$ cat config.mk
export PLATFORM = sky130hd
export DESIGN_NAME = cpm_pin_mux
export DESIGN_NICKNAME = d
export VERILOG_FILES = /design/src/include/cpm_pkg.sv /design/src/cpm_pin_mux.sv
export VERILOG_INCLUDE_DIRS = /design/src /design/src/include
export SDC_FILE = /design/constraint.sdc
export NUM_CORES = 1
export LEC_CHECK = 0
export BUFFER_PORTS_ARGS = -buffer_cell sky130_fd_sc_hd__buf_2
export CAP_MARGIN = 20
export CELL_PAD_IN_SITES_DETAIL_PLACEMENT = 1
export CELL_PAD_IN_SITES_GLOBAL_PLACEMENT = 1
export CORE_ASPECT_RATIO = 0.8
export CORE_MARGIN = 10
export CORE_UTILIZATION = 39
export DETAILED_ROUTE_END_ITERATION = 12
export PLACE_DENSITY_LB_ADDON = 0.15
export SYNTH_ARGS = -nofsm -noshare
export SYNTH_HDL_FRONTEND = slang
export SYNTH_SLANG_ARGS = --single-unit
$ cat constraint.sdc
create_clock -name clock_i -period 7.5 [get_ports clock_i]
set_input_delay 1.5 -clock clock_i [delete_from_list [all_inputs] [get_ports clock_i]]
set_output_delay 1.5 -clock clock_i [all_outputs]
set_load 0.05 [all_outputs]
$ cat src/include/cpm_consts.svh
// constants for the channel 2 shared transmit pin mux
`ifndef CPM_CONSTS_SVH
`define CPM_CONSTS_SVH

`define CPM_PIN_BIT        5
`define CPM_BYTE_W         8
`define CPM_FIFO_DEPTH     16
`define CPM_FIFO_WIDTH     10
`define CPM_SYNC_W         15
`define CPM_HDIV_W         2
`define CPM_HDIV_LAST      2'h3
`define CPM_BITCNT_W       13
`define CPM_BITCNT_ONE     13'h0001
`define CPM_BITCNT_ZERO    13'h0000
`define CPM_DS3_FRAME_BITS 4760
`define CPM_E3_FRAME_BITS  1536

`endif

$ cat src/include/cpm_pkg.sv
// types for the channel 2 shared transmit pin mux
package cpm_pkg;

   typedef enum logic [1:0] {
      ROLE_ADD  = 2'b00,
      ROLE_HDLC = 2'b01,
      ROLE_MAP  = 2'b10
   } cpm_role_t;

   typedef enum logic [1:0] {
      KIND_ADD  = 2'b00,
      KIND_HDLC = 2'b01,
      KIND_PAY  = 2'b10
   } cpm_kind_t;

endpackage : cpm_pkg

$ cat src/cpm_pin_mux.sv
// shared transmit pin 5 of channel 2: role select, capture paths, frame pulse, fifo
//
// How it works
// [RULE_01] bus enabled: pin is add-bus data bit 5
// [RULE_02] add-bus data latched on add clock falling edge
// [RULE_03] bus disabled: global mode picks input or output
// [RULE_04] hdlc mode: bit 5, device drives byte clock
// [RULE_05] hdlc byte sampled on own clock rising edge
// [RULE_06] far side keeps byte stable at rising edge
// [RULE_07] mapper mode: pulse one bit period, last bit
// [RULE_08] payload bit sampled on payload clock rising edge
`timescale 1ns/1ps
`include "cpm_consts.svh"

// ****************************************************************
// fifo with registered head
// ****************************************************************
module cpm_fifo #(
   parameter int WIDTH = `CPM_FIFO_WIDTH,
   parameter int DEPTH = `CPM_FIFO_DEPTH
) (
   input  wire logic             clock_i,
   input  wire logic             reset_i,
   input  wire logic             in_valid_i,
   output logic                  in_ready_o,
   input  wire logic [WIDTH-1:0] in_data_i,
   output logic                  out_valid_o,
   input  wire logic             out_ready_i,
   output logic      [WIDTH-1:0] out_data_o
);
   localparam int AW = $clog2(DEPTH);
   localparam logic [AW:0] FULL_CNT = (AW+1)'(DEPTH);

   logic [WIDTH-1:0] mem [DEPTH];
   logic [AW-1:0]    wr_ptr_reg;
   logic [AW-1:0]    rd_ptr_reg;
   logic [AW:0]      count_reg;
   logic             head_valid_reg;
   logic [WIDTH-1:0] head_data_reg;

   wire do_push = in_valid_i && in_ready_o;
   wire do_pop  = (count_reg != '0) && (!head_valid_reg || out_ready_i);

   assign in_ready_o  = (count_reg != FULL_CNT);
   assign out_valid_o = head_valid_reg;
   assign out_data_o  = head_data_reg;

   always_ff @(posedge clock_i) begin
      if (do_push) begin
         mem[wr_ptr_reg] <= in_data_i;
      end
   end

   always_ff @(posedge clock_i or posedge reset_i) begin
      if (reset_i) begin
         wr_ptr_reg <= '0;
         rd_ptr_reg <= '0;
         count_reg  <= '0;
      end else begin
         wr_ptr_reg <= wr_ptr_reg + AW'(do_push);
         rd_ptr_reg <= rd_ptr_reg + AW'(do_pop);
         count_reg  <= count_reg + (AW+1)'(do_push) - (AW+1)'(do_pop);
      end
   end

   // head register keeps the data output straight from a flop
   always_ff @(posedge clock_i or posedge reset_i) begin
      if (reset_i) begin
         head_valid_reg <= 1'b0;
         head_data_reg  <= '0;
      end else if (do_pop) begin
         head_valid_reg <= 1'b1;
         head_data_reg  <= mem[rd_ptr_reg];
      end else if (out_ready_i) begin
         head_valid_reg <= 1'b0;
      end
   end

endmodule : cpm_fifo

// ****************************************************************
// top: pin role, capture and frame pulse
// ****************************************************************
module cpm_pin_mux #(
   parameter int DS3_FRAME_BITS = `CPM_DS3_FRAME_BITS,
   parameter int E3_FRAME_BITS  = `CPM_E3_FRAME_BITS
) (
   input  wire logic                  clock_i,
   input  wire logic                  reset_i,
   input  wire logic                  bus_enable_i,
   input  wire logic                  mode_hdlc_i,
   input  wire logic                  e3_select_i,
   input  wire logic                  add_bus_clock_ch2_i,
   input  wire logic                  tx_payload_input_clock_i,
   input  wire logic                  tx_payload_serial_in_ch2_i,
   input  wire logic [`CPM_BYTE_W-1:0] other_bits_ch2_i,
   input  wire logic                  shared_pin_in_i,
   output logic                       shared_pin_out_o,
   output logic                       shared_pin_oe_n_o,
   output logic                       hdlc_tx_byte_clock_ch2_o,
   output logic [1:0]                 role_o,
   output logic                       overflow_o,
   output logic                       out_valid_o,
   input  wire logic                  out_ready_i,
   output logic [1:0]                 out_kind_o,
   output logic [`CPM_BYTE_W-1:0]     out_data_o
);
   // ****************************************************************
   // input synchronisers
   // ****************************************************************
   logic [`CPM_SYNC_W-1:0] sync1_reg;
   logic [`CPM_SYNC_W-1:0] sync2_reg;
   logic                   aclk_prev_reg;
   logic                   pclk_prev_reg;
   logic [`CPM_BYTE_W-1:0] s_other;
   logic s_e3, s_mode, s_bus, s_pin, s_pdat, s_pclk, s_aclk;

   assign {s_other, s_e3, s_mode, s_bus, s_pin, s_pdat, s_pclk, s_aclk} = sync2_reg;

   always_ff @(posedge clock_i or posedge reset_i) begin
      if (reset_i) begin
         sync1_reg     <= '0;
         sync2_reg     <= '0;
         aclk_prev_reg <= 1'b0;
         pclk_prev_reg <= 1'b0;
      end else begin
         sync1_reg     <= {other_bits_ch2_i, e3_select_i, mode_hdlc_i, bus_enable_i,
                           shared_pin_in_i, tx_payload_serial_in_ch2_i,
                           tx_payload_input_clock_i, add_bus_clock_ch2_i};
         sync2_reg     <= sync1_reg;
         aclk_prev_reg <= s_aclk;
         pclk_prev_reg <= s_pclk;
      end
   end

   function automatic logic [`CPM_BYTE_W-1:0] merge_pin(input logic [`CPM_BYTE_W-1:0] b,
                                                         input logic p);
      logic [`CPM_BYTE_W-1:0] r;
      r = b;
      r[`CPM_PIN_BIT] = p;
      return r;
   endfunction : merge_pin

   // ****************************************************************
   // role selection
   // ****************************************************************
   cpm_pkg::cpm_role_t role_reg;
   cpm_pkg::cpm_role_t role_next;
   logic               oe_n_reg;

   assign role_next = s_bus  ? cpm_pkg::ROLE_ADD :                  // RULE_01
                      s_mode ? cpm_pkg::ROLE_HDLC : cpm_pkg::ROLE_MAP; // RULE_03

   always_ff @(posedge clock_i or posedge reset_i) begin
      if (reset_i) begin
         role_reg <= cpm_pkg::ROLE_ADD;
         oe_n_reg <= 1'b1;
      end else begin
         role_reg <= role_next;
         oe_n_reg <= (role_next != cpm_pkg::ROLE_MAP); // RULE_03
      end
   end

   wire in_add  = (role_reg == cpm_pkg::ROLE_ADD);
   wire in_hdlc = (role_reg == cpm_pkg::ROLE_HDLC);
   wire in_map  = (role_reg == cpm_pkg::ROLE_MAP);
   wire add_fall = in_add && aclk_prev_reg && !s_aclk;  // RULE_02
   wire pay_rise = in_map && !pclk_prev_reg && s_pclk;  // RULE_08

   // ****************************************************************
   // hdlc byte clock
   // ****************************************************************
   logic                   fifo_in_ready;
   logic [`CPM_HDIV_W-1:0] hdiv_reg;
   logic                   hclk_reg;
   logic [1:0]             rise_dly_reg;

   wire hdiv_end = (hdiv_reg == `CPM_HDIV_LAST);
   // a full fifo holds the clock low, so the far side never outruns it
   wire hclk_rise = in_hdlc && hdiv_end && !hclk_reg && fifo_in_ready;
   // leaving the hdlc role drops the clock at once, never left stuck high
   wire hclk_fall = hclk_reg && (hdiv_end || !in_hdlc);
   // data seen two cycles after the edge, the synchroniser depth
   wire hdlc_smp  = in_hdlc && rise_dly_reg[1];  // RULE_05 RULE_06

   always_ff @(posedge clock_i or posedge reset_i) begin
      if (reset_i) begin
         hdiv_reg     <= '0;
         hclk_reg     <= 1'b0;
         rise_dly_reg <= '0;
      end else begin
         hdiv_reg     <= (in_hdlc && !hdiv_end) ? hdiv_reg + 1'b1 : '0;
         hclk_reg     <= (hclk_reg && !hclk_fall) || hclk_rise;  // RULE_04
         rise_dly_reg <= {rise_dly_reg[0], hclk_rise};
      end
   end

   // ****************************************************************
   // frame boundary pulse
   // ****************************************************************
   logic [`CPM_BITCNT_W-1:0] bitcnt_reg;
   logic                     pulse_reg;

   wire [`CPM_BITCNT_W-1:0] frame_last = s_e3 ? `CPM_BITCNT_W'(E3_FRAME_BITS - 1)
                                              : `CPM_BITCNT_W'(DS3_FRAME_BITS - 1);
   wire last_bit = (bitcnt_reg == frame_last);

   always_ff @(posedge clock_i or posedge reset_i) begin
      if (reset_i) begin
         bitcnt_reg <= `CPM_BITCNT_ZERO;
         pulse_reg  <= 1'b0;
      end else if (!in_map) begin
         bitcnt_reg <= `CPM_BITCNT_ZERO;
         pulse_reg  <= 1'b0;
      end else if (pay_rise) begin
         bitcnt_reg <= last_bit ? `CPM_BITCNT_ZERO : bitcnt_reg + `CPM_BITCNT_ONE;
         pulse_reg  <= last_bit;  // RULE_07
      end
   end

   // ****************************************************************
   // capture into the fifo
   // ****************************************************************
   logic                   push_valid_reg;
   logic [1:0]             push_kind_reg;
   logic [`CPM_BYTE_W-1:0] push_data_reg;
   logic                   overflow_reg;

   wire [1:0] kind_next = add_fall ? cpm_pkg::KIND_ADD :
                          hdlc_smp ? cpm_pkg::KIND_HDLC : cpm_pkg::KIND_PAY;
   wire [`CPM_BYTE_W-1:0] data_next = pay_rise ? `CPM_BYTE_W'(s_pdat)
                                               : merge_pin(s_other, s_pin);

   always_ff @(posedge clock_i or posedge reset_i) begin
      if (reset_i) begin
         push_valid_reg <= 1'b0;
         push_kind_reg  <= cpm_pkg::KIND_ADD;
         push_data_reg  <= '0;
         overflow_reg   <= 1'b0;
      end else begin
         push_valid_reg <= add_fall || hdlc_smp || pay_rise;  // RULE_02 RULE_05 RULE_08
         push_kind_reg  <= kind_next;
         push_data_reg  <= data_next;
         overflow_reg   <= overflow_reg || (push_valid_reg && !fifo_in_ready);
      end
   end

   cpm_fifo #(
      .WIDTH (`CPM_FIFO_WIDTH),
      .DEPTH (`CPM_FIFO_DEPTH)
   ) u_fifo (
      .clock_i     (clock_i),
      .reset_i     (reset_i),
      .in_valid_i  (push_valid_reg),
      .in_ready_o  (fifo_in_ready),
      .in_data_i   ({push_kind_reg, push_data_reg}),
      .out_valid_o (out_valid_o),
      .out_ready_i (out_ready_i),
      .out_data_o  ({out_kind_o, out_data_o})
   );

   assign shared_pin_out_o         = pulse_reg;
   assign shared_pin_oe_n_o        = oe_n_reg;
   assign hdlc_tx_byte_clock_ch2_o = hclk_reg;
   assign role_o                   = role_reg;
   assign overflow_o               = overflow_reg;
endmodule : cpm_pin_mux

After elaboration in Yosys (flattened, before gate mapping)
Memory sizes are Yosys's and may differ from the RTL's. A register that Yosys moved wholly into a read port is not among the register bits.
Index checks and enable logic that the tools add are counted.
Word-level totals
  word-level logic and storage cells: 80
  register bits: 80
  memories: 1
  memory bits (writable): 160
  output and inout port bits: 17
Cells by class
  equal/unequal tests: 7
  mux-type cells: 16
  reductions and logical operators: 31
  $add $sub $neg: 6
Memory list
  u_fifo.mem: depth 16, width 10, read ports 1, clocked after Yosys merged registers in 1, wr ports 1, RTL line cpm_pin_mux.sv:34  | logic [WIDTH-1:0] mem [DEPTH];
Operators by type and width (count)
  $mux 13: 4
  $logic_and 1x1->1: 14
  $add 13x1->13 const B: 1
  $eq 13x13->1: 1
  $mux 2: 5
  $add 4x1->4: 2
  $logic_not 1->1: 8
  $mux 8: 1
  $logic_or 1x1->1: 6
  $mux 1: 6
  $add 5x1->5: 1
  $ne 5x5->1 const B: 1
  $reduce_bool 5->1: 1
  $sub 5x1->5: 1
  $eq 2x2->1 const B: 2
  $add 2x1->2 const B: 1
  $eq 2x1->1 const B: 1
  $logic_not 2->1: 1
  $ne 2x1->1 const B: 1
  $ne 2x2->1 const B: 1
  $reduce_bool 2->1: 1

Depth between registers and ports, before layout
Gate-level depths: netlist (run 1).
  depth in word-level cells: 7
  gate-level depth with buffers: 17

Modules after synthesis
Synthesis (run 1) repeated with hierarchy kept, for this count alone.
Unflattened totals
  cell total of the unflattened synthesis: 525
  area, all modules: 9429.0 µm²
Modules (own cells, without submodules)
  cpm_fifo: cells an instance 345, area an instance 7169.4 µm², instances 1
  cpm_pin_mux: cells an instance 180, area an instance 2259.7 µm², instances 1

Worst setup path after synthesis (run 1)
No wires, ideal clock.
  path kind: input -> register
  from: in out_ready_i
  to: reg u_fifo.count_reg[4]
  library setup time: 0.125 ns
  cell stages on the path: 15
  setup slack: 3.934 ns
  arrival time: 3.441 ns
  path through: nand2b_1 nand2b_1 clkbuf_1 buf_2 inv_1 ha_1 inv_1 ha_1 inv_1 fa_1 inv_1 a21oi_1 nor2_1 nor2_1 xnor2_1
Between the ends
  word-level cells in the longest chain between the ends: 3
RTL lines
  from (decl): RTL line cpm_pin_mux.sv:104  | input wire logic out_ready_i,
  $logic_or 1x1->1: RTL line cpm_pin_mux.sv:42  | wire do_pop = (count_reg != '0) && (!head_valid_reg || out_ready_i);
  $logic_and 1x1->1: RTL line cpm_pin_mux.sv:42
  named net u_fifo.do_pop: RTL line cpm_pin_mux.sv:42
  $sub 5x1->5: RTL line cpm_pin_mux.sv:62  | count_reg <= count_reg + (AW+1)'(do_push) - (AW+1)'(do_pop);
  to (signal assigned): RTL line cpm_pin_mux.sv:62
  to (decl): RTL line cpm_pin_mux.sv:37  | logic [AW:0] count_reg;
The timed path passes the listed nets, and every way through them passes these cells.
A chain may end at the register's enable or synchronous reset.

Worst setup path in the final report (run 1)
Same ends and word-level chain as after synthesis.

==> report_table.html, run 1 <==
<table>
<tr><th>Metric</th><th>Value</th></tr>
<tr><th colspan="2">Synthesis</th></tr>
<tr><td>Post-synthesis average cell area</td><td>~17 sq um</td></tr>
<tr><td>Total standard cell area after synthesis</td><td>9420 sq um</td></tr>
<tr><td>Count of flip-flops with a built-in enable after synthesis</td><td>160</td></tr>
<tr><td>Most frequently used flop master after synthesis</td><td>sky130_fd_sc_hd__edfxtp_1</td></tr>
<tr><td>Proportion of synthesized flip-flops having asynchronous set or reset</td><td>0.355</td></tr>
<tr><td>Number of synthesis warnings</td><td>0</td></tr>
<tr><td>Fraction of synthesized cell area taken by the top area cell type</td><td>0.510</td></tr>
<tr><td>Netlist cell types</td><td>50</td></tr>
<tr><td>Sequential element share of the synthesized area</td><td>0.744</td></tr>
<tr><td>Nets in the synthesized netlist</td><td>a little under 600</td></tr>
<tr><td>Cell taking the most area after synthesis</td><td>sky130_fd_sc_hd__edfxtp_1</td></tr>
<tr><td>Synth top area cells</td><td>sky130_fd_sc_hd__edfxtp_1, sky130_fd_sc_hd__dfrtp_1, sky130_fd_sc_hd__mux4_2, sky130_fd_sc_hd__mux2i_1, sky130_fd_sc_hd__a22oi_1</td></tr>
<tr><td>Synthesized instance count</td><td>~560</td></tr>
<tr><td>Number of flip-flops and latches in the synthesized netlist</td><td>248</td></tr>
<tr><th colspan="2">Timing</th></tr>
<tr><td>Final hold violations</td><td>0</td></tr>
<tr><td>Worst slew margin relative to its limit</td><td>0.308</td></tr>
<tr><td>Worst hold slack</td><td>0.347 ns</td></tr>
<tr><td>Worst-margin pin slew</td><td>1.03 ns</td></tr>
<tr><td>Period utilization</td><td>0.471</td></tr>
<tr><td>Unrepaired setup endpoints after global routing</td><td>no</td></tr>
<tr><td>Upper clock frequency limit</td><td>around 280 MHz</td></tr>
<tr><td>Post-Route Skew</td><td>0.00957 ns</td></tr>
<tr><td>Post-route setup TNS</td><td>0 ns</td></tr>
<tr><td>Final Max Slew Viols</td><td>0</td></tr>
<tr><td>Min Tclk post-route</td><td>3.53 ns</td></tr>
<tr><td>Count of endpoints failing setup in the final report</td><td>0</td></tr>
<tr><th colspan="2">Finish</th></tr>
<tr><td>Net count, final</td><td>641</td></tr>
<tr><td>Total area of multi-input combinational cells</td><td>between 2000 and 2500 sq um</td></tr>
<tr><td>Number of fill cells in the layout</td><td>2243</td></tr>
<tr><td>Final design instance area without fill</td><td>10800 sq um</td></tr>
<tr><td>Most common cell after layout, fill and taps aside</td><td>sky130_fd_sc_hd__edfxtp_1</td></tr>
<tr><td>Diode insertion count for antenna repair</td><td>0</td></tr>
<tr><td>P&amp;R area growth vs syn</td><td>14.9%</td></tr>
<tr><td>Flip-flop count of the largest register, all copies and words added</td><td>160</td></tr>
<tr><td>Most used cells in the layout excluding fill and tap cells</td><td>sky130_fd_sc_hd__edfxtp_1, sky130_fd_sc_hd__dfrtp_1, sky130_fd_sc_hd__mux2i_1</td></tr>
<tr><td>Utilization after layout</td><td>0.459</td></tr>
<tr><td>Sequential cell area</td><td>7010 sq um</td></tr>
<tr><td>Share of layout cells above drive strength 1</td><td>0.192</td></tr>
<tr><th colspan="2">Worst setup path</th></tr>
<tr><td>Critical Path Start Type</td><td>primary input</td></tr>
<tr><td>Highest-delay cell along the critical path</td><td>sky130_fd_sc_hd__nand2b_1</td></tr>
<tr><td>Crit-path cells</td><td>buf_2 &gt; nand2b_1 &gt; nand2b_1 &gt; inv_1 &gt; ha_1 &gt; inv_1 &gt; ha_1 &gt; inv_1 &gt; fa_1 &gt; inv_1 &gt; a21oi_1 &gt; nor2_1 &gt; nor2_1 &gt; xnor2_1</td></tr>
<tr><td>Worst path max stage delay</td><td>0.56 ns</td></tr>
<tr><td>CP Data Arrival Time</td><td>~4 ns</td></tr>
<tr><td>Kind of cell with the highest combined delay on the critical path</td><td>adder cells</td></tr>
<tr><td>Peak fanout along the critical path</td><td>14</td></tr>
<tr><td>Crit path capture type</td><td>register</td></tr>
<tr><td>Critical path type</td><td>in2reg</td></tr>
<tr><td>CP most frequent cell</td><td>sky130_fd_sc_hd__inv_1</td></tr>
<tr><td>Worst path required time</td><td>7.91 ns</td></tr>
<tr><td>Worst path bufs/invs</td><td>5</td></tr>
<tr><th colspan="2">Global routing</th></tr>
<tr><td>Via count of the first global-routing pass</td><td>5318</td></tr>
<tr><td>Aggregate global routing overflow</td><td>0</td></tr>
<tr><td>Maximum number of pins on one net before global-route repair</td><td>74</td></tr>
<tr><td>First-pass GRT wire length</td><td>between 30000 and 40000 microns</td></tr>
<tr><td>Overall Global Routing Usage</td><td>0.128</td></tr>
<tr><td>Initial antenna violation count</td><td>0</td></tr>
<tr><th colspan="2">Clock network</th></tr>
<tr><td>TritonCTS buffer count</td><td>26</td></tr>
<tr><td>Clk Latency, worst-skew pair</td><td>roughly 0.53 ns</td></tr>
<tr><td>Number of gates resized after cts</td><td>0</td></tr>
<tr><td>Clock transition at the register clock pins on the worst setup and hold paths after CTS</td><td>0.06 ns</td></tr>
<tr><td>Max Root-Sink Buffers</td><td>3</td></tr>
<tr><td>Clock sinks</td><td>248</td></tr>
<tr><td>Number of levels the H-tree was split into</td><td>1</td></tr>
<tr><td>Hold-fix buffer count after cts</td><td>0</td></tr>
<tr><td>Clock tree from TritonCTS</td><td>yes</td></tr>
<tr><td>Count of buffers added by post-CTS timing repair for setup</td><td>0</td></tr>
<tr><td>CTS root buf</td><td>sky130_fd_sc_hd__clkbuf_16</td></tr>
<tr><th colspan="2">Floorplanning</th></tr>
<tr><td>Die Span Y</td><td>~160 microns</td></tr>
<tr><td>Die extent in x</td><td>194 microns</td></tr>
<tr><td>Starting density of the core</td><td>0.399</td></tr>
<tr><td>Placement row count</td><td>50</td></tr>
<tr><td>Core region area</td><td>23600 sq um</td></tr>
<tr><td>Total Die Area</td><td>30800 sq um</td></tr>
<tr><td>Number of ports placed on the die boundary</td><td>35</td></tr>
<tr><th colspan="2">Drt</th></tr>
<tr><td>WL final</td><td>19900 microns</td></tr>
<tr><td>Number of detailed-route iterations in the first pass</td><td>4</td></tr>
<tr><td>Iteration-0 DRC count of the detailed router</td><td>298</td></tr>
<tr><td>Overall via count from detail_route</td><td>4865</td></tr>
<tr><td>Drt drc</td><td>0</td></tr>
<tr><td>Average vias per placed instance</td><td>roughly 5.2</td></tr>
<tr><td>Average detailed-routed wire length per instance</td><td>21.1 microns</td></tr>
<tr><td>Remaining antenna violation count</td><td>0</td></tr>
<tr><th colspan="2">Pwr</th></tr>
<tr><td>Power density over cell area</td><td>347 nW/um^2</td></tr>
<tr><td>Worst VDD drop</td><td>0.175 mV</td></tr>
<tr><td>Leakage</td><td>0.00405 uW</td></tr>
<tr><th colspan="2">Placement</th></tr>
<tr><td>Weighted congestion reported at the end of routability-driven placement</td><td>about 0.77</td></tr>
<tr><td>I/O Buffers</td><td>33</td></tr>
<tr><td>Half-perimeter wire length after placement</td><td>12400 microns</td></tr>
<tr><td>Cell Area, Placed</td><td>about 10000 sq um</td></tr>
<tr><th colspan="2">Status</th></tr>
<tr><td>Status</td><td>complete, no violations</td></tr>
<tr><th colspan="2">Job</th></tr>
<tr><td>Maximum Capacitance Violations</td><td>0</td></tr>
<tr><th colspan="2">Min path</th></tr>
<tr><td>Worst Hold Class</td><td>reg2reg</td></tr>
</table>
==> area by class of cell <==
cell class                      count  share of cell area
Timing Repair Buffer               49              0.0274
Clock buffer                       40              0.0688
Inverter                           15             0.00543
Tap cell                          312              0.0361
Multi-Input combinational cell    270               0.209
Clock inverter                      8             0.00624
Sequential cell                   248               0.647
==> worst paths after layout <==
path / depth (start not counted) / endpoint / slack (ns) / from
max: 14 / u_fifo.count_reg[4]$_DFF_PP0_ / 3.97 / out_ready_i
min: 0 / sync2_reg[13]$_DFF_PP0_ / 0.35 / sync1_reg[13]$_DFF_PP0_
max reg2reg: 15 / u_fifo.count_reg[4]$_DFF_PP0_ / 4.12 / u_fifo.count_reg[3]$_DFF_PP0_
min reg2reg: 0 / sync2_reg[13]$_DFF_PP0_ / 0.35 / sync1_reg[13]$_DFF_PP0_
max in group asynchronous: 3 / u_fifo.rd_ptr_reg[2]$_DFF_PP0_ / 5.38 / reset_i
min in group asynchronous: 2 / u_fifo.count_reg[3]$_DFF_PP0_ / 0.91 / reset_i
==> per-stage QoR <==
step	worst slack (ns)	instances	total power (uW)
6_report	3.97	942	3760
5_1_grt	3.80	942	3950
4_1_cts	3.98	938	3810
3_5_place_dp	3.47	890	2580
3_3_place_gp	3.49	890	2550
2_1_floorplan	3.72	555	2340
==> metal layers <==
metal	track usage	wire length [microns]	up-vias
li1	-	-	2228
met1	0.172	9160	2521
met2	0.205	9430	85
met3	0.0256	905	31
met4	0.0331	376	0
met5	0	0	-
==> synthesized netlist by cell type, types with 10 or more instances <==
master,instances
sky130_fd_sc_hd__inv_1,15
sky130_fd_sc_hd__a22oi_1,30
sky130_fd_sc_hd__buf_2,11
sky130_fd_sc_hd__mux2i_1,40
sky130_fd_sc_hd__edfxtp_1,160
sky130_fd_sc_hd__dfrtp_1,87
sky130_fd_sc_hd__a32oi_1,10
sky130_fd_sc_hd__nand2_1,28
sky130_fd_sc_hd__nand3_1,11
sky130_fd_sc_hd__ha_1,12
sky130_fd_sc_hd__clkbuf_1,10
sky130_fd_sc_hd__nor2_1,25
sky130_fd_sc_hd__mux4_2,20
==> worst register-to-register path, stage by stage, from the launching register on <==
cell,delay (ns)
sky130_fd_sc_hd__dfrtp_1,0.39
sky130_fd_sc_hd__inv_1,0.09
sky130_fd_sc_hd__ha_1,0.17
sky130_fd_sc_hd__nor4b_1,0.32
sky130_fd_sc_hd__nand2b_1,0.67
sky130_fd_sc_hd__inv_1,0.20
sky130_fd_sc_hd__ha_1,0.33
sky130_fd_sc_hd__inv_1,0.06
sky130_fd_sc_hd__ha_1,0.16
sky130_fd_sc_hd__inv_1,0.05
sky130_fd_sc_hd__fa_1,0.40
sky130_fd_sc_hd__inv_1,0.09
sky130_fd_sc_hd__a21oi_1,0.07
sky130_fd_sc_hd__nor2_1,0.10
sky130_fd_sc_hd__nor2_1,0.06
sky130_fd_sc_hd__xnor2_1,0.12
==> kinds of logic (layout without fill, tap and decap cells) <==
kind of cell    Yosys count  in the layout  share of synthesized area
xor+xnor                 12             12                     0.0112
mux                      61             61                     0.0915
fa+ha+maj                13             13                     0.0181
flops                   248            248                      0.744
compound gates           62             62                     0.0478
simple gates            122            122                     0.0712
buf+inv                  37            112                     0.0162
==> report_power, final <==
group | switching (uW) | leakage, uW | total (uW) | internal, uW
Combinational | 544 | 0.00112 | 883 | 339
Clock | 500 | 0.000389 | 1220 | 716
Sequential | 82.5 | 0.00254 | 1660 | 1580
(Power assumes the default switching activity.)
==> run 2, diff against run 1 <==
Clock period 7.5 ns to 3.1 ns, I/O delays scaled along.
==> run 2 against run 1 <==
Effect of this change: register-to-register slack got worse by 3.7 ns; critical endpoint unchanged; power rose by 150%; combinational power up 140%; cell area grew 1.0%.
==> report_table.html, run 2 (synthesized netlist as in run 1, its figures left out) <==
<table>
<tr><th>Metric</th><th>Value</th></tr>
<tr><th colspan="2">Pwr</th></tr>
<tr><td>Worst VDD drop</td><td>0.489 mV (was 0.175 mV)</td></tr>
<tr><td>Leakage</td><td>0.00413 uW (was 0.00405 uW)</td></tr>
<tr><td>Overall power consumption</td><td>9240 uW (was 3760 uW)</td></tr>
<tr><td>Power density over cell area</td><td>845 nW/um^2 (was 347 nW/um^2)</td></tr>
<tr><th colspan="2">Timing</th></tr>
<tr><td>Post-route setup TNS</td><td>0 ns (unchanged)</td></tr>
<tr><td>Final hold violations</td><td>0 (unchanged)</td></tr>
<tr><td>Period utilization</td><td>0.866</td></tr>
<tr><td>Count of endpoints failing setup in the final report</td><td>0 (unchanged)</td></tr>
<tr><td>Post-Route Skew</td><td>0.0169 ns (was 0.00957 ns)</td></tr>
<tr><td>Worst-margin pin slew</td><td>0.802 ns (was 1.03 ns)</td></tr>
<tr><td>Upper clock frequency limit</td><td>373 MHz</td></tr>
<tr><td>Min Tclk post-route</td><td>2.68 ns</td></tr>
<tr><td>Final Max Slew Viols</td><td>0 (unchanged)</td></tr>
<tr><td>Worst slew margin relative to its limit</td><td>0.463 (was 0.308)</td></tr>
<tr><td>Unrepaired setup endpoints after global routing</td><td>no (unchanged)</td></tr>
<tr><td>Final worst-path setup slack</td><td>0.416 ns (was 3.97 ns)</td></tr>
<tr><th colspan="2">Clock network</th></tr>
<tr><td>Number of levels the H-tree was split into</td><td>1 (unchanged)</td></tr>
<tr><td>Max Root-Sink Buffers</td><td>3 (unchanged)</td></tr>
<tr><td>Clock sinks</td><td>248 (unchanged)</td></tr>
<tr><td>Clock tree from TritonCTS</td><td>yes (unchanged)</td></tr>
<tr><td>Number of gates resized after cts</td><td>0 (unchanged)</td></tr>
<tr><td>Count of buffers added by post-CTS timing repair for setup</td><td>0 (unchanged)</td></tr>
<tr><td>TritonCTS buffer count</td><td>26 (unchanged)</td></tr>
<tr><td>CTS root buf</td><td>sky130_fd_sc_hd__clkbuf_16 (unchanged)</td></tr>
<tr><td>Clk Latency, worst-skew pair</td><td>0.52 ns (was 0.53 ns)</td></tr>
<tr><td>Clock transition at the register clock pins on the worst setup and hold paths after CTS</td><td>0.06 ns (about the same)</td></tr>
<tr><td>Hold-fix buffer count after cts</td><td>0 (unchanged)</td></tr>
<tr><th colspan="2">Placement</th></tr>
<tr><td>Half-perimeter wire length after placement</td><td>12900 microns (was 12400 microns)</td></tr>
<tr><td>I/O Buffers</td><td>33 (unchanged)</td></tr>
<tr><td>Cell Area, Placed</td><td>10100 sq um (was 9970 sq um)</td></tr>
<tr><td>Place WS</td><td>0.417 ns (was 3.47 ns)</td></tr>
<tr><td>Weighted congestion reported at the end of routability-driven placement</td><td>0.787 (was 0.770)</td></tr>
<tr><th colspan="2">Finish</th></tr>
<tr><td>Number of fill cells in the layout</td><td>2250 (was 2243)</td></tr>
<tr><td>Most common cell after layout, fill and taps aside</td><td>sky130_fd_sc_hd__edfxtp_1 (unchanged)</td></tr>
<tr><td>Net count, final</td><td>651 (was 641)</td></tr>
<tr><td>Diode insertion count for antenna repair</td><td>0 (unchanged)</td></tr>
<tr><td>Share of layout cells above drive strength 1</td><td>0.209 (was 0.192)</td></tr>
<tr><td>Flip-flop count of the largest register, all copies and words added</td><td>160 (unchanged)</td></tr>
<tr><td>Most used cells in the layout excluding fill and tap cells</td><td>sky130_fd_sc_hd__edfxtp_1, sky130_fd_sc_hd__dfrtp_1, sky130_fd_sc_hd__mux2i_1 (unchanged)</td></tr>
<tr><td>P&amp;R area growth vs syn</td><td>16.1% (was 14.9%)</td></tr>
<tr><td>Utilization after layout</td><td>0.464 (was 0.459)</td></tr>
<tr><td>Final design instance area without fill</td><td>10900 sq um (was 10800 sq um)</td></tr>
<tr><th colspan="2">Global routing</th></tr>
<tr><td>First-pass GRT wire length</td><td>32100 microns (was 31300 microns)</td></tr>
<tr><td>Maximum number of pins on one net before global-route repair</td><td>46 (was 74)</td></tr>
<tr><td>Aggregate global routing overflow</td><td>0 (unchanged)</td></tr>
<tr><td>Overall Global Routing Usage</td><td>0.129 (was 0.128)</td></tr>
<tr><td>Via count of the first global-routing pass</td><td>5364 (was 5318)</td></tr>
<tr><td>Initial antenna violation count</td><td>0 (unchanged)</td></tr>
<tr><th colspan="2">Floorplanning</th></tr>
<tr><td>Starting density of the core</td><td>0.399 (unchanged)</td></tr>
<tr><td>Core region area</td><td>23600 sq um (unchanged)</td></tr>
<tr><td>Number of ports placed on the die boundary</td><td>35 (unchanged)</td></tr>
<tr><td>Die Span Y</td><td>159 microns (unchanged)</td></tr>
<tr><td>Placement row count</td><td>50 (unchanged)</td></tr>
<tr><td>Total Die Area</td><td>30800 sq um (unchanged)</td></tr>
<tr><td>Die extent in x</td><td>194 microns (unchanged)</td></tr>
<tr><th colspan="2">Worst setup path</th></tr>
<tr><td>Peak fanout along the critical path</td><td>2 (was 14)</td></tr>
<tr><td>Worst reg2reg path endpoint</td><td>u_fifo.count_reg[4]$_DFF_PP0_ (unchanged)</td></tr>
<tr><td>Critical path type</td><td>reg2reg (was in2reg)</td></tr>
<tr><td>CP Data Arrival Time</td><td>3.08 ns (was 3.94 ns)</td></tr>
<tr><td>Reg2Reg Setup Slack</td><td>0.42 ns (was 4.12 ns)</td></tr>
<tr><td>Launching point of the worst reg2reg path</td><td>u_fifo.count_reg[2]$_DFF_PP0_ (was u_fifo.count_reg[3]$_DFF_PP0_)</td></tr>
<tr><td>Crit path capture type</td><td>register (unchanged)</td></tr>
<tr><td>Critical Path Start Type</td><td>register (was primary input)</td></tr>
<tr><td>Worst path required time</td><td>3.49 ns (was 7.91 ns)</td></tr>
<tr><td>R2r worst-path depth</td><td>15 (unchanged)</td></tr>
<tr><th colspan="2">Drt</th></tr>
<tr><td>Iteration-0 DRC count of the detailed router</td><td>271 (was 298)</td></tr>
<tr><td>Number of detailed-route iterations in the first pass</td><td>4 (unchanged)</td></tr>
<tr><td>Average vias per placed instance</td><td>5.20 (was 5.16)</td></tr>
<tr><td>Average detailed-routed wire length per instance</td><td>21.0 microns (was 21.1 microns)</td></tr>
<tr><td>Drt drc</td><td>0 (unchanged)</td></tr>
<tr><td>WL final</td><td>20000 microns (was 19900 microns)</td></tr>
<tr><td>Overall via count from detail_route</td><td>4951 (was 4865)</td></tr>
<tr><td>Remaining antenna violation count</td><td>0 (unchanged)</td></tr>
<tr><th colspan="2">Job</th></tr>
<tr><td>Maximum Capacitance Violations</td><td>0 (unchanged)</td></tr>
<tr><th colspan="2">Status</th></tr>
<tr><td>Status</td><td>complete, no violations (unchanged)</td></tr>
<tr><th colspan="2">Min path</th></tr>
<tr><td>Worst Hold Class</td><td>in2async (was reg2reg)</td></tr>
</table>
## run 2: changes by cell type in the layout (fill, tap and decap cells not counted), moves of 2 or more
cell / change
sky130_fd_sc_hd__clkbuf_1: -2
sky130_fd_sc_hd__clkinv_2: +3
sky130_fd_sc_hd__buf_6: -3
sky130_fd_sc_hd__buf_4: +12
sky130_fd_sc_hd__clkinvlp_4: -2
## run 2: worst max path at each step
| stage | startpoint | to | slack (ns) | depth (start not counted) |
|---|---|---|---|---|
| 2_1_floorplan | reset_i | aclk_prev_reg$_DFF_PP0_ | 0.20 | 1 |
| 3_3_place_gp | u_fifo.count_reg[3]$_DFF_PP0_ | u_fifo.count_reg[4]$_DFF_PP0_ | 0.46 | 15 |
| 3_5_place_dp | u_fifo.count_reg[2]$_DFF_PP0_ | u_fifo.count_reg[4]$_DFF_PP0_ | 0.42 | 15 |
| 4_1_cts | u_fifo.count_reg[2]$_DFF_PP0_ | u_fifo.count_reg[4]$_DFF_PP0_ | 0.39 | 15 |
| 5_1_grt | u_fifo.count_reg[3]$_DFF_PP0_ | u_fifo.count_reg[4]$_DFF_PP0_ | 0.17 | 15 |
| 6_report | u_fifo.count_reg[2]$_DFF_PP0_ | u_fifo.count_reg[4]$_DFF_PP0_ | 0.42 | 15 |
## run 2: stage by stage
step | hold slack [ns] | instances
global placement | 0.333 | 904
CTS | 0.188 | 952
floorplan | 0.331 | 555
finish | 0.209 | 952
detailed placement | 0.336 | 904
global route | 0.192 | 952
## run 2: critical path: stages (launching register included)
cell and delay (ns):
sky130_fd_sc_hd__dfrtp_1 0.39, sky130_fd_sc_hd__inv_1 0.08, sky130_fd_sc_hd__ha_1 0.15, sky130_fd_sc_hd__nor4b_1 0.31, sky130_fd_sc_hd__nand2b_1 0.18, sky130_fd_sc_hd__inv_1 0.07, sky130_fd_sc_hd__ha_1 0.29, sky130_fd_sc_hd__inv_1 0.06
sky130_fd_sc_hd__ha_1 0.16, sky130_fd_sc_hd__inv_1 0.05, sky130_fd_sc_hd__fa_1 0.39, sky130_fd_sc_hd__inv_1 0.08, sky130_fd_sc_hd__a21oi_1 0.06, sky130_fd_sc_hd__nor2_1 0.10, sky130_fd_sc_hd__nor2_1 0.06, sky130_fd_sc_hd__xnor2_1 0.12
## run 2: metal layers
metal  wire, microns  up-vias  global-route usage
met5               0        -                   0
met4             363        0              0.0271
met3             540       27              0.0200
met2            9240       63               0.206
met1            9880     2611               0.183
li1                -     2250                   -
## run 2: area by class of cell
class / instances / area, sq um / share of cell area
Clock buffer: 39 / 751 / 0.0687
Multi-Input combinational cell: 270 / 2260 / 0.207
Clock inverter: 9 / 93.8 / 0.00858
Inverter: 15 / 58.8 / 0.00538
Tap cell: 312 / 390 / 0.0357
Timing Repair Buffer: 59 / 373 / 0.0341
Sequential cell: 248 / 7010 / 0.641
## run 2: report_power, final
part	leakage, uW	switching (uW)	internal [uW]	total (uW)
clock network	0.000418	1200	1830	3030
registers	0.00254	298	3810	4110
logic	0.00117	1240	853	2090
total	0.00413	2740	6500	9240
==> run 3, diff against run 2 <==
Settings changed: SYNTH_HIERARCHICAL from default to 1.
==> run 3 against run 2 <==
Effect of this change: sequential power about the same; combinational power up 3%; non-clock buffer count down 1; critical path type unchanged.
==> report_table.html, run 3 <==
<table>
<tr><th>Metric</th><th>Value</th></tr>
<tr><th colspan="2">Timing</th></tr>
<tr><td>Upper clock frequency limit</td><td>369 MHz (was 373 MHz)</td></tr>
<tr><td>Count of endpoints failing setup in the final report</td><td>0 (unchanged)</td></tr>
<tr><td>Worst-margin pin slew</td><td>0.816 ns (was 0.802 ns)</td></tr>
<tr><td>Unrepaired setup endpoints after global routing</td><td>no (unchanged)</td></tr>
<tr><td>Final worst-path setup slack</td><td>0.392 ns (was 0.416 ns)</td></tr>
<tr><td>Post-Route Skew</td><td>0.00782 ns (was 0.0169 ns)</td></tr>
<tr><td>Post-route setup TNS</td><td>0 ns (unchanged)</td></tr>
<tr><td>Worst slew margin relative to its limit</td><td>0.455 (was 0.463)</td></tr>
<tr><td>Final Max Slew Viols</td><td>0 (unchanged)</td></tr>
<tr><td>Period utilization</td><td>0.874 (was 0.866)</td></tr>
<tr><td>Final hold violations</td><td>0 (unchanged)</td></tr>
<tr><td>Min Tclk post-route</td><td>2.71 ns (was 2.68 ns)</td></tr>
<tr><th colspan="2">Drt</th></tr>
<tr><td>Average detailed-routed wire length per instance</td><td>21.4 microns (was 21.0 microns)</td></tr>
<tr><td>Overall via count from detail_route</td><td>4839 (was 4951)</td></tr>
<tr><td>Number of detailed-route iterations in the first pass</td><td>4 (unchanged)</td></tr>
<tr><td>WL final</td><td>19700 microns (was 20000 microns)</td></tr>
<tr><td>Iteration-0 DRC count of the detailed router</td><td>277 (was 271)</td></tr>
<tr><td>Drt drc</td><td>0 (unchanged)</td></tr>
<tr><td>Average vias per placed instance</td><td>5.27 (was 5.20)</td></tr>
<tr><td>Remaining antenna violation count</td><td>0 (unchanged)</td></tr>
<tr><th colspan="2">Synthesis</th></tr>
<tr><td>Compound-gate portion of the synthesized area</td><td>0.0352 (was 0.0478)</td></tr>
<tr><td>Nets in the synthesized netlist</td><td>556 (was 586)</td></tr>
<tr><td>Proportion of synthesized flip-flops having asynchronous set or reset</td><td>0.355 (unchanged)</td></tr>
<tr><td>Main combinational cell family by area after synthesis</td><td>multiplexers (unchanged)</td></tr>
<tr><td>List of most frequent post-synthesis cells</td><td>sky130_fd_sc_hd__edfxtp_1, sky130_fd_sc_hd__dfrtp_1, sky130_fd_sc_hd__mux4_2 (was sky130_fd_sc_hd__edfxtp_1, sky130_fd_sc_hd__dfrtp_1, sky130_fd_sc_hd__mux2i_1)</td></tr>
<tr><td>Sequential element share of the synthesized area</td><td>0.743 (was 0.744)</td></tr>
<tr><td>Number of synthesis warnings</td><td>6 (was 0)</td></tr>
<tr><td>Count of flip-flops with a built-in enable after synthesis</td><td>160 (unchanged)</td></tr>
<tr><td>Simple-gate share of the synthesized area</td><td>0.0626 (was 0.0712)</td></tr>
<tr><td>Mux share of post-synthesis cell area</td><td>0.111 (was 0.0915)</td></tr>
<tr><td>Cell taking the most area after synthesis</td><td>sky130_fd_sc_hd__edfxtp_1 (unchanged)</td></tr>
<tr><td>Netlist cell types</td><td>50 (unchanged)</td></tr>
<tr><td>Number of flip-flops and latches in the synthesized netlist</td><td>248 (unchanged)</td></tr>
<tr><td>Total standard cell area after synthesis</td><td>9430 sq um (was 9420 sq um)</td></tr>
<tr><td>Fraction of synthesized cell area taken by the top area cell type</td><td>0.510 (about the same)</td></tr>
<tr><td>Area share of xor/xnor cells in the synthesized design</td><td>0.0111 (was 0.0112)</td></tr>
<tr><td>Most frequently used flop master after synthesis</td><td>sky130_fd_sc_hd__edfxtp_1 (unchanged)</td></tr>
<tr><td>Synth top area cells</td><td>sky130_fd_sc_hd__edfxtp_1, sky130_fd_sc_hd__dfrtp_1, sky130_fd_sc_hd__mux4_2, sky130_fd_sc_hd__ha_1, sky130_fd_sc_hd__nor2_1 (was sky130_fd_sc_hd__edfxtp_1, sky130_fd_sc_hd__dfrtp_1, sky130_fd_sc_hd__mux4_2, sky130_fd_sc_hd__mux2i_1, sky130_fd_sc_hd__a22oi_1)</td></tr>
<tr><td>Post-synthesis average cell area</td><td>18.0 sq um (was 17.0 sq um)</td></tr>
<tr><td>Post-synthesis adder-cell area fraction</td><td>0.0180 (was 0.0181)</td></tr>
<tr><td>Synthesized instance count</td><td>525 (was 555)</td></tr>
<tr><td>Library cell with the highest instance count after synthesis</td><td>sky130_fd_sc_hd__edfxtp_1 (unchanged)</td></tr>
<tr><th colspan="2">Worst setup path</th></tr>
<tr><td>Worst path required time</td><td>3.53 ns (was 3.49 ns)</td></tr>
<tr><td>Worst path max stage delay</td><td>0.41 ns (was 0.39 ns)</td></tr>
<tr><td>Crit-path cells</td><td>inv_1 &gt; ha_1 &gt; nor4b_1 &gt; nand2b_1 &gt; inv_1 &gt; ha_1 &gt; inv_1 &gt; ha_1 &gt; fa_1 &gt; a21oi_1 &gt; nor2_1 &gt; nor2_1 &gt; xnor2_1 (was inv_1 &gt; ha_1 &gt; nor4b_1 &gt; nand2b_1 &gt; inv_1 &gt; ha_1 &gt; inv_1 &gt; ha_1 &gt; inv_1 &gt; fa_1 &gt; inv_1 &gt; a21oi_1 &gt; nor2_1 &gt; nor2_1 &gt; xnor2_1)</td></tr>
<tr><td>Kind of cell with the highest combined delay on the critical path</td><td>adder cells (unchanged)</td></tr>
<tr><td>Critical Path Start Type</td><td>register (unchanged)</td></tr>
<tr><td>Worst path bufs/invs</td><td>3 (was 5)</td></tr>
<tr><td>CP Data Arrival Time</td><td>3.14 ns (was 3.08 ns)</td></tr>
<tr><td>Reg2Reg Setup Slack</td><td>0.39 ns (was 0.42 ns)</td></tr>
<tr><td>Highest-delay cell along the critical path</td><td>sky130_fd_sc_hd__fa_1 (was sky130_fd_sc_hd__dfrtp_1)</td></tr>
<tr><td>Critical path type</td><td>reg2reg (unchanged)</td></tr>
<tr><td>Peak fanout along the critical path</td><td>2 (unchanged)</td></tr>
<tr><td>Crit path capture type</td><td>register (unchanged)</td></tr>
<tr><th colspan="2">Pwr</th></tr>
<tr><td>Leakage</td><td>0.00412 uW (was 0.00413 uW)</td></tr>
<tr><td>Power density over cell area</td><td>867 nW/um^2 (was 845 nW/um^2)</td></tr>
<tr><td>Net switching power figure</td><td>2720 uW (was 2740 uW)</td></tr>
<tr><td>Clock group share of total power</td><td>0.346 (was 0.328)</td></tr>
<tr><td>Gate power share</td><td>0.225 (was 0.227)</td></tr>
<tr><td>Internal power summed over all cells</td><td>6820 uW (was 6500 uW)</td></tr>
<tr><td>Overall power consumption</td><td>9550 uW (was 9240 uW)</td></tr>
<tr><td>Sequential share of power</td><td>0.428 (was 0.445)</td></tr>
<tr><td>Worst VDD drop</td><td>0.387 mV (was 0.489 mV)</td></tr>
<tr><td>Sw frac</td><td>0.285 (was 0.297)</td></tr>
<tr><th colspan="2">Floorplanning</th></tr>
<tr><td>Total Die Area</td><td>30800 sq um (about the same)</td></tr>
<tr><td>Die Span Y</td><td>159 microns (about the same)</td></tr>
<tr><td>Core region area</td><td>23600 sq um (unchanged)</td></tr>
<tr><td>Die extent in x</td><td>194 microns (about the same)</td></tr>
<tr><td>Number of ports placed on the die boundary</td><td>35 (unchanged)</td></tr>
<tr><td>Placement row count</td><td>50 (unchanged)</td></tr>
<tr><td>Starting density of the core</td><td>0.400 (was 0.399)</td></tr>
<tr><th colspan="2">Finish</th></tr>
<tr><td>Number of fill cells in the layout</td><td>2219 (was 2250)</td></tr>
<tr><td>Final design instance area without fill</td><td>11000 sq um (was 10900 sq um)</td></tr>
<tr><td>Net count, final</td><td>617 (was 651)</td></tr>
<tr><td>P&amp;R area growth vs syn</td><td>16.8% (was 16.1%)</td></tr>
<tr><td>Utilization after layout</td><td>0.467 (was 0.464)</td></tr>
<tr><td>Diode insertion count for antenna repair</td><td>0 (unchanged)</td></tr>
<tr><td>Flip-flop count of the largest register, all copies and words added</td><td>160 (unchanged)</td></tr>
<tr><td>Most used cells in the layout excluding fill and tap cells</td><td>sky130_fd_sc_hd__edfxtp_1, sky130_fd_sc_hd__dfrtp_1, sky130_fd_sc_hd__mux4_2 (was sky130_fd_sc_hd__edfxtp_1, sky130_fd_sc_hd__dfrtp_1, sky130_fd_sc_hd__mux2i_1)</td></tr>
<tr><td>Most common cell after layout, fill and taps aside</td><td>sky130_fd_sc_hd__edfxtp_1 (unchanged)</td></tr>
<tr><td>Share of layout cells above drive strength 1</td><td>0.251 (was 0.209)</td></tr>
<tr><th colspan="2">Clock network</th></tr>
<tr><td>Hold-fix buffer count after cts</td><td>0 (unchanged)</td></tr>
<tr><td>Clock transition at the register clock pins on the worst setup and hold paths after CTS</td><td>0.06 ns (about the same)</td></tr>
<tr><td>Max Root-Sink Buffers</td><td>3 (unchanged)</td></tr>
<tr><td>Number of levels the H-tree was split into</td><td>1 (unchanged)</td></tr>
<tr><td>Clock tree from TritonCTS</td><td>yes (unchanged)</td></tr>
<tr><td>Count of buffers added by post-CTS timing repair for setup</td><td>0 (unchanged)</td></tr>
<tr><td>CTS root buf</td><td>sky130_fd_sc_hd__clkbuf_16 (unchanged)</td></tr>
<tr><td>TritonCTS buffer count</td><td>26 (unchanged)</td></tr>
<tr><td>Number of gates resized after cts</td><td>0 (unchanged)</td></tr>
<tr><td>Clock sinks</td><td>248 (unchanged)</td></tr>
<tr><td>Clk Latency, worst-skew pair</td><td>0.51 ns (was 0.52 ns)</td></tr>
<tr><th colspan="2">Global routing</th></tr>
<tr><td>Initial antenna violation count</td><td>0 (unchanged)</td></tr>
<tr><td>Aggregate global routing overflow</td><td>0 (unchanged)</td></tr>
<tr><td>First-pass GRT wire length</td><td>31200 microns (was 32100 microns)</td></tr>
<tr><td>Overall Global Routing Usage</td><td>0.127 (was 0.129)</td></tr>
<tr><td>Maximum number of pins on one net before global-route repair</td><td>32 (was 46)</td></tr>
<tr><td>Via count of the first global-routing pass</td><td>5383 (was 5364)</td></tr>
<tr><th colspan="2">Job</th></tr>
<tr><td>Maximum Capacitance Violations</td><td>0 (unchanged)</td></tr>
<tr><th colspan="2">Min path</th></tr>
<tr><td>Worst Hold Class</td><td>in2async (unchanged)</td></tr>
<tr><th colspan="2">Status</th></tr>
<tr><td>Status</td><td>complete, no violations (unchanged)</td></tr>
<tr><th colspan="2">Placement</th></tr>
<tr><td>Cell Area, Placed</td><td>10100 sq um (about the same)</td></tr>
<tr><td>I/O Buffers</td><td>33 (unchanged)</td></tr>
<tr><td>Half-perimeter wire length after placement</td><td>12900 microns (about the same)</td></tr>
<tr><td>Weighted congestion reported at the end of routability-driven placement</td><td>0.764 (was 0.787)</td></tr>
<tr><td>Place WS</td><td>0.359 ns (was 0.417 ns)</td></tr>
</table>
-- run 3: path summary, 6_finish.rpt --
kind | cells past startpoint | startpoint | end
worst max-delay path | 13 | u_fifo/count_reg[2]$_DFF_PP0_ | u_fifo/count_reg[4]$_DFF_PP0_
worst min-delay path | 2 | reset_i | push_data_reg[7]$_DFF_PP0_
worst max register to register | 13 | u_fifo/count_reg[2]$_DFF_PP0_ | u_fifo/count_reg[4]$_DFF_PP0_
worst min register to register | 0 | sync1_reg[7]$_DFF_PP0_ | sync2_reg[7]$_DFF_PP0_
max in group asynchronous | 3 | reset_i | sync2_reg[8]$_DFF_PP0_
min in group clock_i | 1 | other_bits_ch2_i[3] | sync1_reg[10]$_DFF_PP0_
-- run 3: cell type report --
cell class | instances | area [sq um] | share of cell area
Inverter | 12 | 45.0 | 0.00409
Multi-Input combinational cell | 240 | 2240 | 0.204
Tap cell | 312 | 390 | 0.0355
Sequential cell | 248 | 7010 | 0.637
Timing Repair Buffer | 58 | 365 | 0.0332
Clock inverter | 8 | 68.8 | 0.00625
Clock buffer | 40 | 891 | 0.0809
-- run 3: routing by layer --
metal,GRT usage,part of all wire,vias to the layer above
met3,0.0221,0.031,27
met4,0.0293,0.018,0
li1,-,-,2136
met2,0.210,0.49,77
met1,0.169,0.46,2599
met5,0,0,-
-- run 3: power by group through the flow --
stage               Sequential (uW)  Clock [uW]  Combinational [uW]
floorplan                      4260           0                1480
finish                         4090        3310                2150
CTS                            4100        3400                2200
detailed placement             4160           0                2190
global placement               4140           0                2120
global route                   4140        3560                2310
-- run 3: cell families after synthesis --
logic type | count (synthesis)
and+or+nand+nor | 114
DFF | 248
xor gates and xnor gates | 12
adders and majority gates | 13
muxes | 52
AOI/OAI and AO/OA | 49
buffers and inverters | 37
-- run 3: per-stage QoR --
stage                     hold WS [ns]  std cells
after CTS                        0.190        918
after global placement           0.334        870
after detailed placement         0.336        870
after global routing             0.177        918
final                            0.212        918
after floorplan                  0.331        525
